**src/core/drsu_pkg.sv**
```systemverilog
/*
 * drsu_pkg: constants, word layouts and carrier types for the diagnostic
 * read / step-and-read unit of the floating-point coprocessor.
 * Assumes 18-bit memory words with the most significant bit numbered 00.
 */
package drsu_pkg;

   localparam int WORD_W = 18;
   localparam int DUMP_WORDS = 16;
   localparam int XFER_CNT_W = 5;
   localparam int STEP_W = 6;
   localparam int SEL_W = 4;

   // instruction bit 11 (msb = bit 00) selects step-and-read
   localparam int DIR_MODE_BIT = 6;

   // no-operation word forced onto the memory data lines
   localparam logic [17:0] NOP_WORD = 18'h3_9000;
   // base of a step-and-read instruction, step count added by software
   localparam logic [17:0] STEP_READ_BASE = 18'h3_9040;

   localparam logic [17:0] DIR_RESET = 18'h0_0000;
   localparam logic [17:0] ADDR_RESET = 18'h0_0000;
   localparam logic [XFER_CNT_W-1:0] CNT_ZERO = 5'h00;
   localparam logic [XFER_CNT_W-1:0] CNT_ONE = 5'h01;
   localparam logic [17:0] ADDR_ONE = 18'h0_0001;
   localparam logic [STEP_W-1:0] STEP_ONE = 6'h01;
   localparam logic [STEP_W-1:0] STEP_ZERO = 6'h00;

   typedef enum logic [SEL_W-1:0] {
      W_BUF_HI, W_BUF_LO, W_SHIFT_INSTR, W_EXPO_A, W_MA_HI, W_MA_LO,
      W_EXPO_B, W_MB_HI, W_MB_LO, W_MQ_HI, W_MQ_LO, W_SUM_HI,
      W_SUM_LO, W_EXIT, W_STATUS, W_OPADDR
   } drsu_word_e;

   // internal register snapshot presented by the datapath
   typedef struct packed {
      logic [35:0] buffered_mem_word;
      logic [5:0] shift_count;
      logic [11:0] instr_reg;
      logic [17:0] exponent_a;
      logic a_sign;
      logic [34:0] mantissa_a;
      logic [17:0] exponent_b;
      logic b_sign;
      logic [34:0] mantissa_b;
      logic [34:0] mantissa_quotient;
      logic [35:0] alu_sum;
      logic [17:0] subroutine_exit_addr;
      logic [17:0] operand_addr_reg;
   } drsu_snap_s;

   // major cycle and timing state of the processor
   typedef struct packed {
      logic fetch_cycle;
      logic operand_cycle;
      logic exponent_cycle;
      logic function_cycle;
      logic normalize_cycle;
      logic write_cycle;
      logic int_phase_one;
      logic int_phase_two;
      logic time_state_one;
      logic time_state_two;
      logic time_state_three;
   } drsu_cyc_s;

   // one-cycle events; any number of them in one cycle counts as a single step
   typedef struct packed {
      logic ph2_ts3_cond;
      logic ph2_clk_cond;
      logic align_step_pulse;
      logic b_right_shift_pulse;
      logic muldiv_shift_pulse;
      logic int_divide_pulse;
      logic fix_shift_pulse;
      logic normalize_shift_pulse;
   } drsu_step_s;

endpackage : drsu_pkg

```
**src/core/diag_read_step_unit.sv**
```systemverilog
/*
 * diag_read_step_unit: maintenance sequencer of the floating-point
 * coprocessor. Takes a maintenance instruction and its address word,
 * completes the pending cpu fetch with a no-op word, then either dumps
 * sixteen internal words to memory or steps the suspended instruction
 * and dumps afterwards.
 * Assumes the memory side answers each started cycle with mem_done and
 * that the datapath holds its registers while fp_clk_run_q is low.
 */
// Contract
// - instruction bit 11 clear: diagnostic read, instruction stays suspended.
// - read moves sixteen 18-bit words singly, first to the argument address.
// - words 1-11: buffer word, shift/instr, exponents, mantissas, quotient.
// - words 12-16: alu sum hi, lo, exit address, status word, operand address.
// - every dumped word starts its own memory cycle.
// - word transfer counter increments once per word moved.
// - status: busy, cycle flags, interrupt phases, time states, step field.
// - address register steps per word: sixteen consecutive locations.
// - counter carry at sixteen sets done flag, clears unit, returns to cpu.
// - reading may repeat without disturbing the suspended instruction.
// - instruction bit 11 set means step and read.
// - datapath picks cycles while stepping; indirection, skips are its own.
// - stepping restarts the processor clock halted at time state three.
// - each listed phase-two condition or shift pulse counts one step; code counts pulses in one cycle as one step.
// - the step field decrements once per counted step.
// - steps left and not at end point or interrupt: keep stepping.
// - at end point or interrupt with busy set: stop clock, then dump.
// - at those points with instruction complete: clock keeps running, dump.
// - after sixteenth word the carry ends the cycle and returns to cpu.
// - next instruction re-enters diagnostic path if still busy, else normal.
// - busy in maintenance mode: load instruction and following address word.
// - complete the cpu fetch by driving the no-op word on memory data.
module diag_read_step_unit
   import drsu_pkg::*;
#(
   parameter int WORDS = DUMP_WORDS
)(
   input wire logic clk, // core clock, 100 MHz
   input wire logic reset_n, // synchronous reset, active low
   input wire logic diag_mode_on, // maintenance mode enabled
   input wire logic fp_busy, // floating-point instruction busy
   input wire logic instr_valid, // instruction and address word present
   input wire logic [WORD_W-1:0] instr_word, // maintenance instruction
   input wire logic [WORD_W-1:0] addr_word, // argument address word
   input wire logic mem_done, // memory cycle complete
   input wire drsu_snap_s snap, // internal register snapshot
   input wire drsu_cyc_s cyc, // major cycle and time state
   input wire drsu_step_s step_ev, // step events, one-cycle pulses
   input wire logic end_nor_write, // at end of normalize or write cycle
   output logic mem_start_q, // start of a memory write cycle
   output logic [WORD_W-1:0] mem_addr_q, // memory write address
   output logic [WORD_W-1:0] mem_wdata_q, // memory write data
   output logic [WORD_W-1:0] memory_data_lines_q, // data lines out
   output logic memory_data_lines_oe_q, // data lines driven
   output logic fp_clk_run_q, // processor clock enabled
   output logic transfer_done_flag_q, // all words transferred
   output logic fp_clear_q, // clear pulse, control back to cpu
   output logic entry_diag_q, // next entry by diagnostic path
   output logic [XFER_CNT_W-1:0] word_transfer_counter_q, // words moved
   output logic [WORD_W-1:0] diag_instr_q // diagnostic instruction reg
);

   typedef enum logic [2:0] {
      S_IDLE, S_NOP, S_STEP, S_PREP, S_WAIT, S_DONE
   } drsu_state_e;

   drsu_state_e state_q, state_d;
   logic [WORD_W-1:0] diag_addr_reg_q;
   logic [WORD_W-1:0] status_word;
   logic [SEL_W-1:0] word_sel;
   logic accept;
   logic mode_step;
   logic step_hit;
   logic at_stop_point;
   logic [STEP_W-1:0] step_field;
   logic [STEP_W-1:0] step_field_dec;
   logic steps_exhausted;
   logic leave_step;
   logic word_done;
   logic [XFER_CNT_W-1:0] cnt_inc;
   logic dump_count_carry;

   if (WORDS != DUMP_WORDS) begin : g_words_chk
      $error("diag_read_step_unit: WORDS must equal the dump length");
   end

   // while busy in maintenance mode any fp instruction is maintenance
   assign accept = instr_valid && diag_mode_on && fp_busy;
   assign mode_step = diag_instr_q[DIR_MODE_BIT];

   assign step_hit = |step_ev;
   // interrupt sequence or the end of normalize/write ends stepping
   assign at_stop_point = end_nor_write || cyc.int_phase_one ||
                          cyc.int_phase_two;
   assign step_field = diag_instr_q[STEP_W-1:0];
   assign step_field_dec = step_field - STEP_ONE;
   assign steps_exhausted = step_hit && (step_field_dec == STEP_ZERO);
   assign leave_step = at_stop_point || steps_exhausted;

   assign word_done = (state_q == S_WAIT) && mem_done;
   assign cnt_inc = word_transfer_counter_q + CNT_ONE;
   assign dump_count_carry = word_done && cnt_inc[XFER_CNT_W-1];
   assign word_sel = word_transfer_counter_q[SEL_W-1:0];

   // status layout, bit 00 (msb) first
   assign status_word = {fp_busy,
                         cyc.fetch_cycle, cyc.operand_cycle,
                         cyc.exponent_cycle, cyc.function_cycle,
                         cyc.normalize_cycle, cyc.write_cycle,
                         cyc.int_phase_one, cyc.int_phase_two,
                         cyc.time_state_one, cyc.time_state_two,
                         cyc.time_state_three,
                         diag_instr_q[STEP_W-1:0]};

   // the selector only reads the snapshot, so a read leaves the
   // suspended instruction untouched and may be repeated
   drsu_word_sel u_word_sel (
      .clk(clk),
      .reset_n(reset_n),
      .sel(word_sel),
      .snap(snap),
      .status_word(status_word),
      .word_q(mem_wdata_q)
   );

   always_comb begin
      state_d = state_q;
      case (state_q)
         S_IDLE: begin
            if (accept) begin
               state_d = S_NOP;
            end
         end
         S_NOP: begin
            if (mem_done) begin
               state_d = mode_step ? S_STEP : S_PREP;
            end
         end
         // cycle choice stays with the datapath; only steps are counted
         S_STEP: begin
            if (leave_step) begin
               state_d = S_PREP;
            end
         end
         S_PREP: state_d = S_WAIT;
         S_WAIT: begin
            if (dump_count_carry) begin
               state_d = S_DONE;
            end else if (word_done) begin
               state_d = S_PREP;
            end
         end
         S_DONE: state_d = S_IDLE;
         default: state_d = S_IDLE;
      endcase
   end

   always_ff @(posedge clk) begin
      if (!reset_n) begin
         state_q <= S_IDLE;
      end else begin
         state_q <= state_d;
      end
   end

   // instruction and address capture, step countdown, address walk
   always_ff @(posedge clk) begin
      if (!reset_n) begin
         diag_instr_q <= DIR_RESET;
         diag_addr_reg_q <= ADDR_RESET;
      end else if (state_q == S_IDLE && accept) begin
         diag_instr_q <= instr_word;
         diag_addr_reg_q <= addr_word;
      end else begin
         if (state_q == S_STEP && step_hit) begin
            diag_instr_q[STEP_W-1:0] <= step_field_dec;
         end
         if (word_done) begin
            diag_addr_reg_q <= diag_addr_reg_q + ADDR_ONE;
         end
      end
   end

   always_ff @(posedge clk) begin
      if (!reset_n) begin
         word_transfer_counter_q <= CNT_ZERO;
      end else if (state_q == S_IDLE && accept) begin
         word_transfer_counter_q <= CNT_ZERO;
      end else if (word_done) begin
         word_transfer_counter_q <= cnt_inc;
      end
   end

   // one memory cycle per word, raised as the selected word lands
   always_ff @(posedge clk) begin
      if (!reset_n) begin
         mem_start_q <= 1'b0;
         mem_addr_q <= ADDR_RESET;
      end else begin
         mem_start_q <= (state_q == S_PREP);
         mem_addr_q <= diag_addr_reg_q;
      end
   end

   // no-op word completes the cpu's pending instruction fetch
   always_ff @(posedge clk) begin
      if (!reset_n) begin
         memory_data_lines_q <= DIR_RESET;
         memory_data_lines_oe_q <= 1'b0;
      end else if (state_q == S_IDLE && accept) begin
         memory_data_lines_q <= NOP_WORD;
         memory_data_lines_oe_q <= 1'b1;
      end else if (state_q == S_NOP && mem_done) begin
         memory_data_lines_q <= DIR_RESET;
         memory_data_lines_oe_q <= 1'b0;
      end
   end

   // clock run control: held halted while suspended, released to step
   always_ff @(posedge clk) begin
      if (!reset_n) begin
         fp_clk_run_q <= 1'b1;
      end else if (state_q == S_IDLE && accept) begin
         fp_clk_run_q <= 1'b0;
      end else if (state_q == S_NOP && mem_done && mode_step) begin
         fp_clk_run_q <= 1'b1;
      end else if (state_q == S_STEP && leave_step) begin
         fp_clk_run_q <= !fp_busy;
      end
   end

   // done flag lives one cycle; the clear pulse follows it
   always_ff @(posedge clk) begin
      if (!reset_n) begin
         transfer_done_flag_q <= 1'b0;
         fp_clear_q <= 1'b0;
         entry_diag_q <= 1'b0;
      end else begin
         transfer_done_flag_q <= dump_count_carry;
         fp_clear_q <= (state_q == S_DONE);
         if (state_q == S_DONE) begin
            entry_diag_q <= fp_busy;
         end
      end
   end
endmodule : diag_read_step_unit

```
**src/core/drsu_word_sel.sv**
```systemverilog
/*
 * drsu_word_sel: selects one of the sixteen dump words and holds it in
 * a register for the memory write.
 * Assumes the selector and sources are stable for one cycle before use.
 */
module drsu_word_sel
   import drsu_pkg::*;
(
   input wire logic clk, // core clock
   input wire logic reset_n, // synchronous reset, active low
   input wire logic [SEL_W-1:0] sel, // dump word index
   input wire drsu_snap_s snap, // register snapshot
   input wire logic [WORD_W-1:0] status_word, // processor status word
   output logic [WORD_W-1:0] word_q // registered dump word
);

   logic [WORD_W-1:0] word_d;

   always_comb begin
      case (drsu_word_e'(sel))
         W_BUF_HI: word_d = snap.buffered_mem_word[35:18];
         W_BUF_LO: word_d = snap.buffered_mem_word[17:0];
         W_SHIFT_INSTR: word_d = {snap.shift_count, snap.instr_reg};
         W_EXPO_A: word_d = snap.exponent_a;
         W_MA_HI: word_d = {snap.a_sign, snap.mantissa_a[34:18]};
         W_MA_LO: word_d = snap.mantissa_a[17:0];
         W_EXPO_B: word_d = snap.exponent_b;
         W_MB_HI: word_d = {snap.b_sign, snap.mantissa_b[34:18]};
         W_MB_LO: word_d = snap.mantissa_b[17:0];
         W_MQ_HI: word_d = {snap.b_sign,
                            snap.mantissa_quotient[34:18]};
         W_MQ_LO: word_d = snap.mantissa_quotient[17:0];
         W_SUM_HI: word_d = snap.alu_sum[35:18];
         W_SUM_LO: word_d = snap.alu_sum[17:0];
         W_EXIT: word_d = snap.subroutine_exit_addr;
         W_STATUS: word_d = status_word;
         W_OPADDR: word_d = snap.operand_addr_reg;
         default: word_d = snap.operand_addr_reg;
      endcase
   end

   always_ff @(posedge clk) begin
      if (!reset_n) begin
         word_q <= DIR_RESET;
      end else begin
         word_q <= word_d;
      end
   end

endmodule : drsu_word_sel
```
**config.mk**
```make
export PLATFORM = sky130hd
export DESIGN_NAME = diag_read_step_unit
export DESIGN_NICKNAME = d
export VERILOG_FILES = /design/src/core/drsu_pkg.sv /design/src/core/diag_read_step_unit.sv /design/src/core/drsu_word_sel.sv
export SDC_FILE = /design/constraint.sdc
export NUM_CORES = 1
export LEC_CHECK = 0
export BUFFER_PORTS_ARGS = -buffer_cell sky130_fd_sc_hd__buf_2
export CAP_MARGIN = 20
export CORE_AREA = 2 2 159 161
export DETAILED_ROUTE_END_ITERATION = 12
export DIE_AREA = 0 0 161 163
export PLACE_DENSITY = 0.56
export SETUP_SLACK_MARGIN = 0.3
export SKIP_LAST_GASP = 1
export SYNTH_ARGS = -nofsm -noshare
export SYNTH_HDL_FRONTEND = slang
export SYNTH_SLANG_ARGS = --single-unit
```
**constraint.sdc**
```tcl
create_clock -name clk -period 1.8 [get_ports clk]
set_input_delay 0.09 -clock clk [delete_from_list [all_inputs] [get_ports clk]]
set_output_delay 0.09 -clock clk [all_outputs]
set_load 0.01 [all_outputs]
```
### Word-level counts from Yosys, hierarchy flattened

Index checks and enable logic that the tools add are counted.

| storage, ports and cells | value |
|---|---|
| RAM bits | 0 |
| memories | 0 |
| input bits | 331 |
| bits in latches | 0 |
| memory bits (read-only) | 0 |
| logic and storage cells | 85 |
| output and inout bits | 83 |
| register bits after elaboration | 90 |

| operators by class | value |
|---|---|
| multipliers | 0 |
| reductions and logical operators | 24 |
| equal/unequal tests | 24 |
| divide/modulo/power cells | 0 |
| multiplexer cells | 19 |
| shift operators | 0 |
| add/sub/neg operators | 3 |
| bitwise operators | 1 |
| magnitude comparators | 0 |

Operator list:

| cell | count |
|---|---|
| case mux 18 bit (16 select lines) | 1 |
| 2-to-1 mux 18 bit | 4 |
| equality test 4 bit (second input constant) | 8 |
| adder 18 x 1 -> 18 bit (second input constant) | 1 |
| equality test 4 x 3 -> 1 bit (second input constant) | 4 |
| 2-to-1 mux 3 bit | 5 |
| case mux 3 bit (5 select lines) | 1 |
| 2-to-1 mux 6 bit | 2 |
| logical AND 1 bit | 10 |
| equality test 4 x 2 -> 1 bit (second input constant) | 2 |
| OR reduction 8 bit | 1 |
| equality test 3 x 2 -> 1 bit (second input constant) | 2 |
| equality test 3 bit (second input constant) | 2 |
| zero test 6 bit | 1 |
| 2-to-1 mux 1 bit | 6 |
| != test 2 bit (second input constant) | 3 |
| nonzero test 2 bit | 3 |
| subtractor 6 x 1 -> 6 bit (second input constant) | 1 |
| adder 5 x 1 -> 5 bit (second input constant) | 1 |
| equality test 4 x 1 -> 1 bit (second input constant) | 1 |
| zero test 4 bit | 1 |
| AND reduction 4 bit | 1 |
| equality test 3 x 1 -> 1 bit (second input constant) | 1 |
| zero test 3 bit | 1 |
| 6 further kinds | 8 |

### Logic depth before layout (Yosys ltp)

| depth | value |
|---|---|
| word-level depth | 8 |
| gate-level depth with buffers | 9 |
| mapped depth without buffers | 7 |

### By module

A second synthesis with hierarchy kept.

| second synthesis, totals | value |
|---|---|
| cells, all modules | 750 |
| area total of the unflattened synthesis | 6015.8 µm² |

By module, submodules not included:

| module | area an instance (µm²) | times used | seq. area each (µm²) | cells each |
|---|---|---|---|---|
| drsu_word_sel | 3030.4 | 1 | 360.3 | 404 |
| diag_read_step_unit | 2985.4 | 1 | 1361.3 | 346 |

### Worst setup path before layout

No wires, ideal clock.

| timing path | value |
|---|---|
| path type | register to register |
| start point | register word_transfer_counter_q[0] |
| end point | register u_word_sel.word_q[12] |
| clock period less this slack | 1.970 ns |
| cell stages (with the launch flop) | 9 |
| setup slack | -0.170 ns |
| arrival | 1.846 ns |
| data required time | 1.676 ns |
| library setup time | 0.124 ns |
| buffers on the path | 2 |
| path through | dfxtp_1 inv_1 ha_1 buf_2 buf_1 a222oi_1 mux2i_1 a221oi_1 a21oi_1 |

| between the ends | value |
|---|---|
| cells in the longest elaborated chain, start to end | 2 |
| elaborated cells on any way between the ends | 17 |
| classes of those cells | 15 x eq/ne; 1 x mux; 1 x reduce/logical |

RTL lines:

| element | RTL line | text |
|---|---|---|
| start: declaration | diag_read_step_unit.sv:59 | `output logic [XFER_CNT_W-1:0] word_transfer_counter_q,` |
| start signal: assignment | diag_read_step_unit.sv:190 | `word_transfer_counter_q <= cnt_inc;` |
| equality test 4 bit, or another cell as far along | drsu_word_sel.sv:20 | `case (drsu_word_e'(sel))` |
| case mux 18 bit (16 select lines) (*) | drsu_word_sel.sv:20 |  |
| end signal: assignment | drsu_word_sel.sv:46 | `word_q <= word_d;` |
| end: declaration | drsu_word_sel.sv:14 | `output logic [WORD_W-1:0] word_q` |

Every way passes the cells marked *; elsewhere a longest branch is shown, timed or not.
A chain may end at the register's enable or synchronous reset.

### Final worst setup path

| timing path | value |
|---|---|
| start point | register word_transfer_counter_q[0] |
| end point | register u_word_sel.word_q[9] |

Same word-level chain as after synthesis.

==> results.md <==
- Gr usage total: 24.7%
- Worst-path clk slew: 0.08 ns
- Die Width: 161 um
- RSZ-0062 raised after global routing: yes
- Most frequent cells in the layout: buf_2, dfxtp_1, buf_4, nand2_1, a21oi_1
- Syn. warnings: 0
- Die Area: 26200 um2
- Max Buffers Root-to-Sink: 2
- Die Ht: 163 um
- Antenna viol nets, final: 0
- CTS Buf Count: 9
- Initial antenna violation count: 15
- Largest net degree at the start of global routing: 72
- Slowest cell delay on critical path: 0.57 ns
- Clock Power Share: 40.0%
- Worst-skew pair later-pin latency: 0.35 ns
- Critical-path cell list: inv_4 -> ha_4 -> buf_8 -> buf_6 -> a2111o_2 -> o21ai_1 -> a211oi_1 -> a21oi_1
- Kind of start point of the critical path: flip-flop
- Hold_sp: addr_word[5]
- Post-synthesis sequential area ratio: 30.0%
- Yosys top cell by area: dfxtp_1
- GPL Wtd Cong: 0.984
- CTS sink cnt: 86
- Vias: 7987
- Reg2reg setup slack: -0.07 ns
- Switching Share: 28.6%
- Drt pass-1 iters: 8
- Vias in the first global route: 7800
- Final #Nets: 1533
- Synth cell types: 64
- Routed Wire Length: 35300 um
- FMAX: 0.534 GHz
- Reg-to-reg endpoint: u_word_sel.word_q[9]
- Cell Area, Synth: 5730 um2
- Drt drc: 0
- Logic gate share of total power: 20.4%
- Max-slew violations: 0
- Final min period: 1.87 ns
- Tcrit/Tclk final: 104%
- Post-synthesis cell count: 730
- Gr ovfl total: 0
- Final Skew: 0.0128 ns
- Hold Path Stages: 3
- CP arrival: 2.16 ns
- FF-to-FF Start: word_transfer_counter_q[0]
- Core Area: 24700 um2
- PD cells: 523 nW/um2
- CP delay by family, top: compound AO/OA/AOI/OAI gates
- Failing checks: setup timing
- Final cell count without fillers: 1542
- H-tree depth: 3
- Main synth FF type: dfxtp_1
- Async S/R FF share, synth: 0%
- Int Power: 0.00370 W
- Placed cell count: 1451
- DRT iter0 DRCs: 678
- Sequential power share: 39.5%
- I/O Buffers: 399
- Share of layout cells above drive strength 1: 53.0%
- Fin area: 9930 um2
- Worst vdd ir: 356 uV
- EDFF count, synth: 0
- Post-layout util: 40.2%
- Initial core utilization: 23.2%
- #FFs+latches synth: 86
- First-pass GRT wire length: 48200 um
- Crit. End Element: flip-flop
- Avg WL per Cell: 22.9 um
- Top Ports: 414
- Area occupied by multi-input gates: 4010 um2
- Endpoints failing setup: 11
- Average vias per placed instance: 5.18
- WHS Endpoint: diag_addr_reg_q[5]
- Leakage Power: 4.44 nW
- Post-synth top area share: 30.0%
- Setup CP Type: reg -> reg
- Main area contributors after synthesis: dfxtp_1, a22oi_1, a21oi_1
- Fillers: 2598
- Post-DP HPWL: 26200 um
- Root buffer cell: clkbuf_16
- Switching power total: 0.00149 W
- CP Data Required Time: 2.09 ns
- Max Cap Viol: 0
- Commonest non-fill, non-tap cell in the layout: buf_2
- Hold Fails Final Rpt: 0
- Type of the worst min-delay path: in -> reg
- Area growth, synth to finish: 73.3%
- FF+latch area: 1750 um2
- Area post-placement: 8430 um2
- CTS tree: done
- Syn Area/Cell: 7.85 um2
- CP max FO: 8
- Least-Margin Pin Slew: 0.654 ns
- R2R cell count: 8
- Worst path bufs/invs: 3
- Slowest CP cell: a2111o_2
- Worst setup margin: -0.0710 ns
- Status: finished, violations left
- Row cnt: 58
- Slew Limit Headroom: 56.2%
## metal layers
layer,GRT usage (%),up-vias,part of all wire (%)
met5,0,-,0.11
met4,11.2,6,3.1
met3,5.02,54,6.6
met2,43.3,389,50
met1,29.2,3842,40
li1,-,3696,-
## power by group through the flow
stage	registers [W]	clock network (W)	logic, W
6_report	0.00205	0.00208	0.00106
5_1_grt	0.00206	0.00219	0.00114
4_1_cts	0.00205	0.00212	0.000966
3_5_place_dp	0.00209	0	0.000901
3_3_place_gp	0.00209	0	0.000903
2_1_floorplan	0.00210	0	0.000300
## per-stage QoR
stage	total power [W]	hold WS [ns]	TNS (ns)	setup WS, ns
after CTS	0.00513	0.00291	-0.0593	-0.0193
after floorplan	0.00240	0.220	0	0.0940
after global routing	0.00538	0.00580	-1.02	-0.0987
after detailed placement	0.00299	0.320	-0.369	-0.0832
final	0.00519	0.00308	-0.280	-0.0710
after global placement	0.00299	0.315	-0.125	-0.0569
## worst max-delay path by stage
stage                                          start  cells after the start                    end  slack (ns)
final                     word_transfer_counter_q[0]                      8   u_word_sel.word_q[9]       -0.07
after global routing      word_transfer_counter_q[0]                      7   u_word_sel.word_q[6]        -0.1
after CTS                 word_transfer_counter_q[0]                      7  u_word_sel.word_q[12]       -0.02
after detailed placement  word_transfer_counter_q[1]                      6   u_word_sel.word_q[8]       -0.08
after global placement    word_transfer_counter_q[1]                      6   u_word_sel.word_q[8]       -0.06
after floorplan           word_transfer_counter_q[0]                      8  u_word_sel.word_q[12]        0.09
## cells by family (layout without fill, tap and decap cells)
group	after synthesis	in the layout	share of synthesized area [%]
compound gates	278	281	33.1
xor+xnor	27	27	4.13
fa+ha+maj	7	7	1.53
buf+inv	98	551	8.93
flops	86	86	30.0
mux	18	18	3.45
other cells	1	27	0.0654
simple gates	215	215	18.8
## cell usage after synthesis (2+ instances only)
cell,n
o2111ai_1,2
o22ai_1,5
dfxtp_1,86
and4_1,4
a222oi_1,19
buf_6,6
o21ai_0,59
nor4_1,3
nor3_1,7
ha_1,7
inv_1,8
clkbuf_1,32
a211oi_1,10
a311oi_1,9
a21o_1,2
nor2b_1,6
a32oi_1,6
a41oi_1,2
and3b_1,2
a22oi_1,45
a31oi_1,18
buf_4,18
a22o_1,6
nand2_1,67
mux2_2,4
nand2b_1,4
nand4_1,11
o211ai_1,4
and2_1,20
a221oi_1,11
mux2i_1,13
nand3_1,40
nor2_1,36
buf_1,9
a21oi_1,67
buf_2,24
nand3b_1,5
xnor2_1,8
a221o_1,2
xor2_1,19
## repair_timing
item | in CTS | in global routing
pin swaps | 33 | 32
cloned | 4 | 7
setup buffers | 26 | 9
endpoints found under the hold margin | 17 | 0
gates resized for setup | 64 | 87
hold buffers | 17 | 0
setup endpoints to repair | 64 | 50
## flip-flops by register name (all words and copies together) (netlist names)
signal                   cells
entry_diag_q                 1
mem_addr_q                  18
diag_addr_reg_q             18
transfer_done_flag_q         1
u_word_sel.word_q           18
word_transfer_counter_q      5
diag_instr_q                18
memory_data_lines_q          1
fp_clk_run_q                 1
fp_clear_q                   1
state_q                      3
mem_start_q                  1
## layout make-up
cell class,instances,area share [%]
antenna,13,0.328
timing repair buffer,528,33.9
clock inverter,5,0.643
multi-input combinational,562,40.4
tap,330,4.16
inverter,8,0.403
sequential,86,17.6
clock buffer,10,2.52
## tightest hold or removal path, stage by stage
cell     delay [ns]
buf_2          0.08
o21ai_1        0.06
a21oi_1        0.10
(Power assumes the default switching activity.)
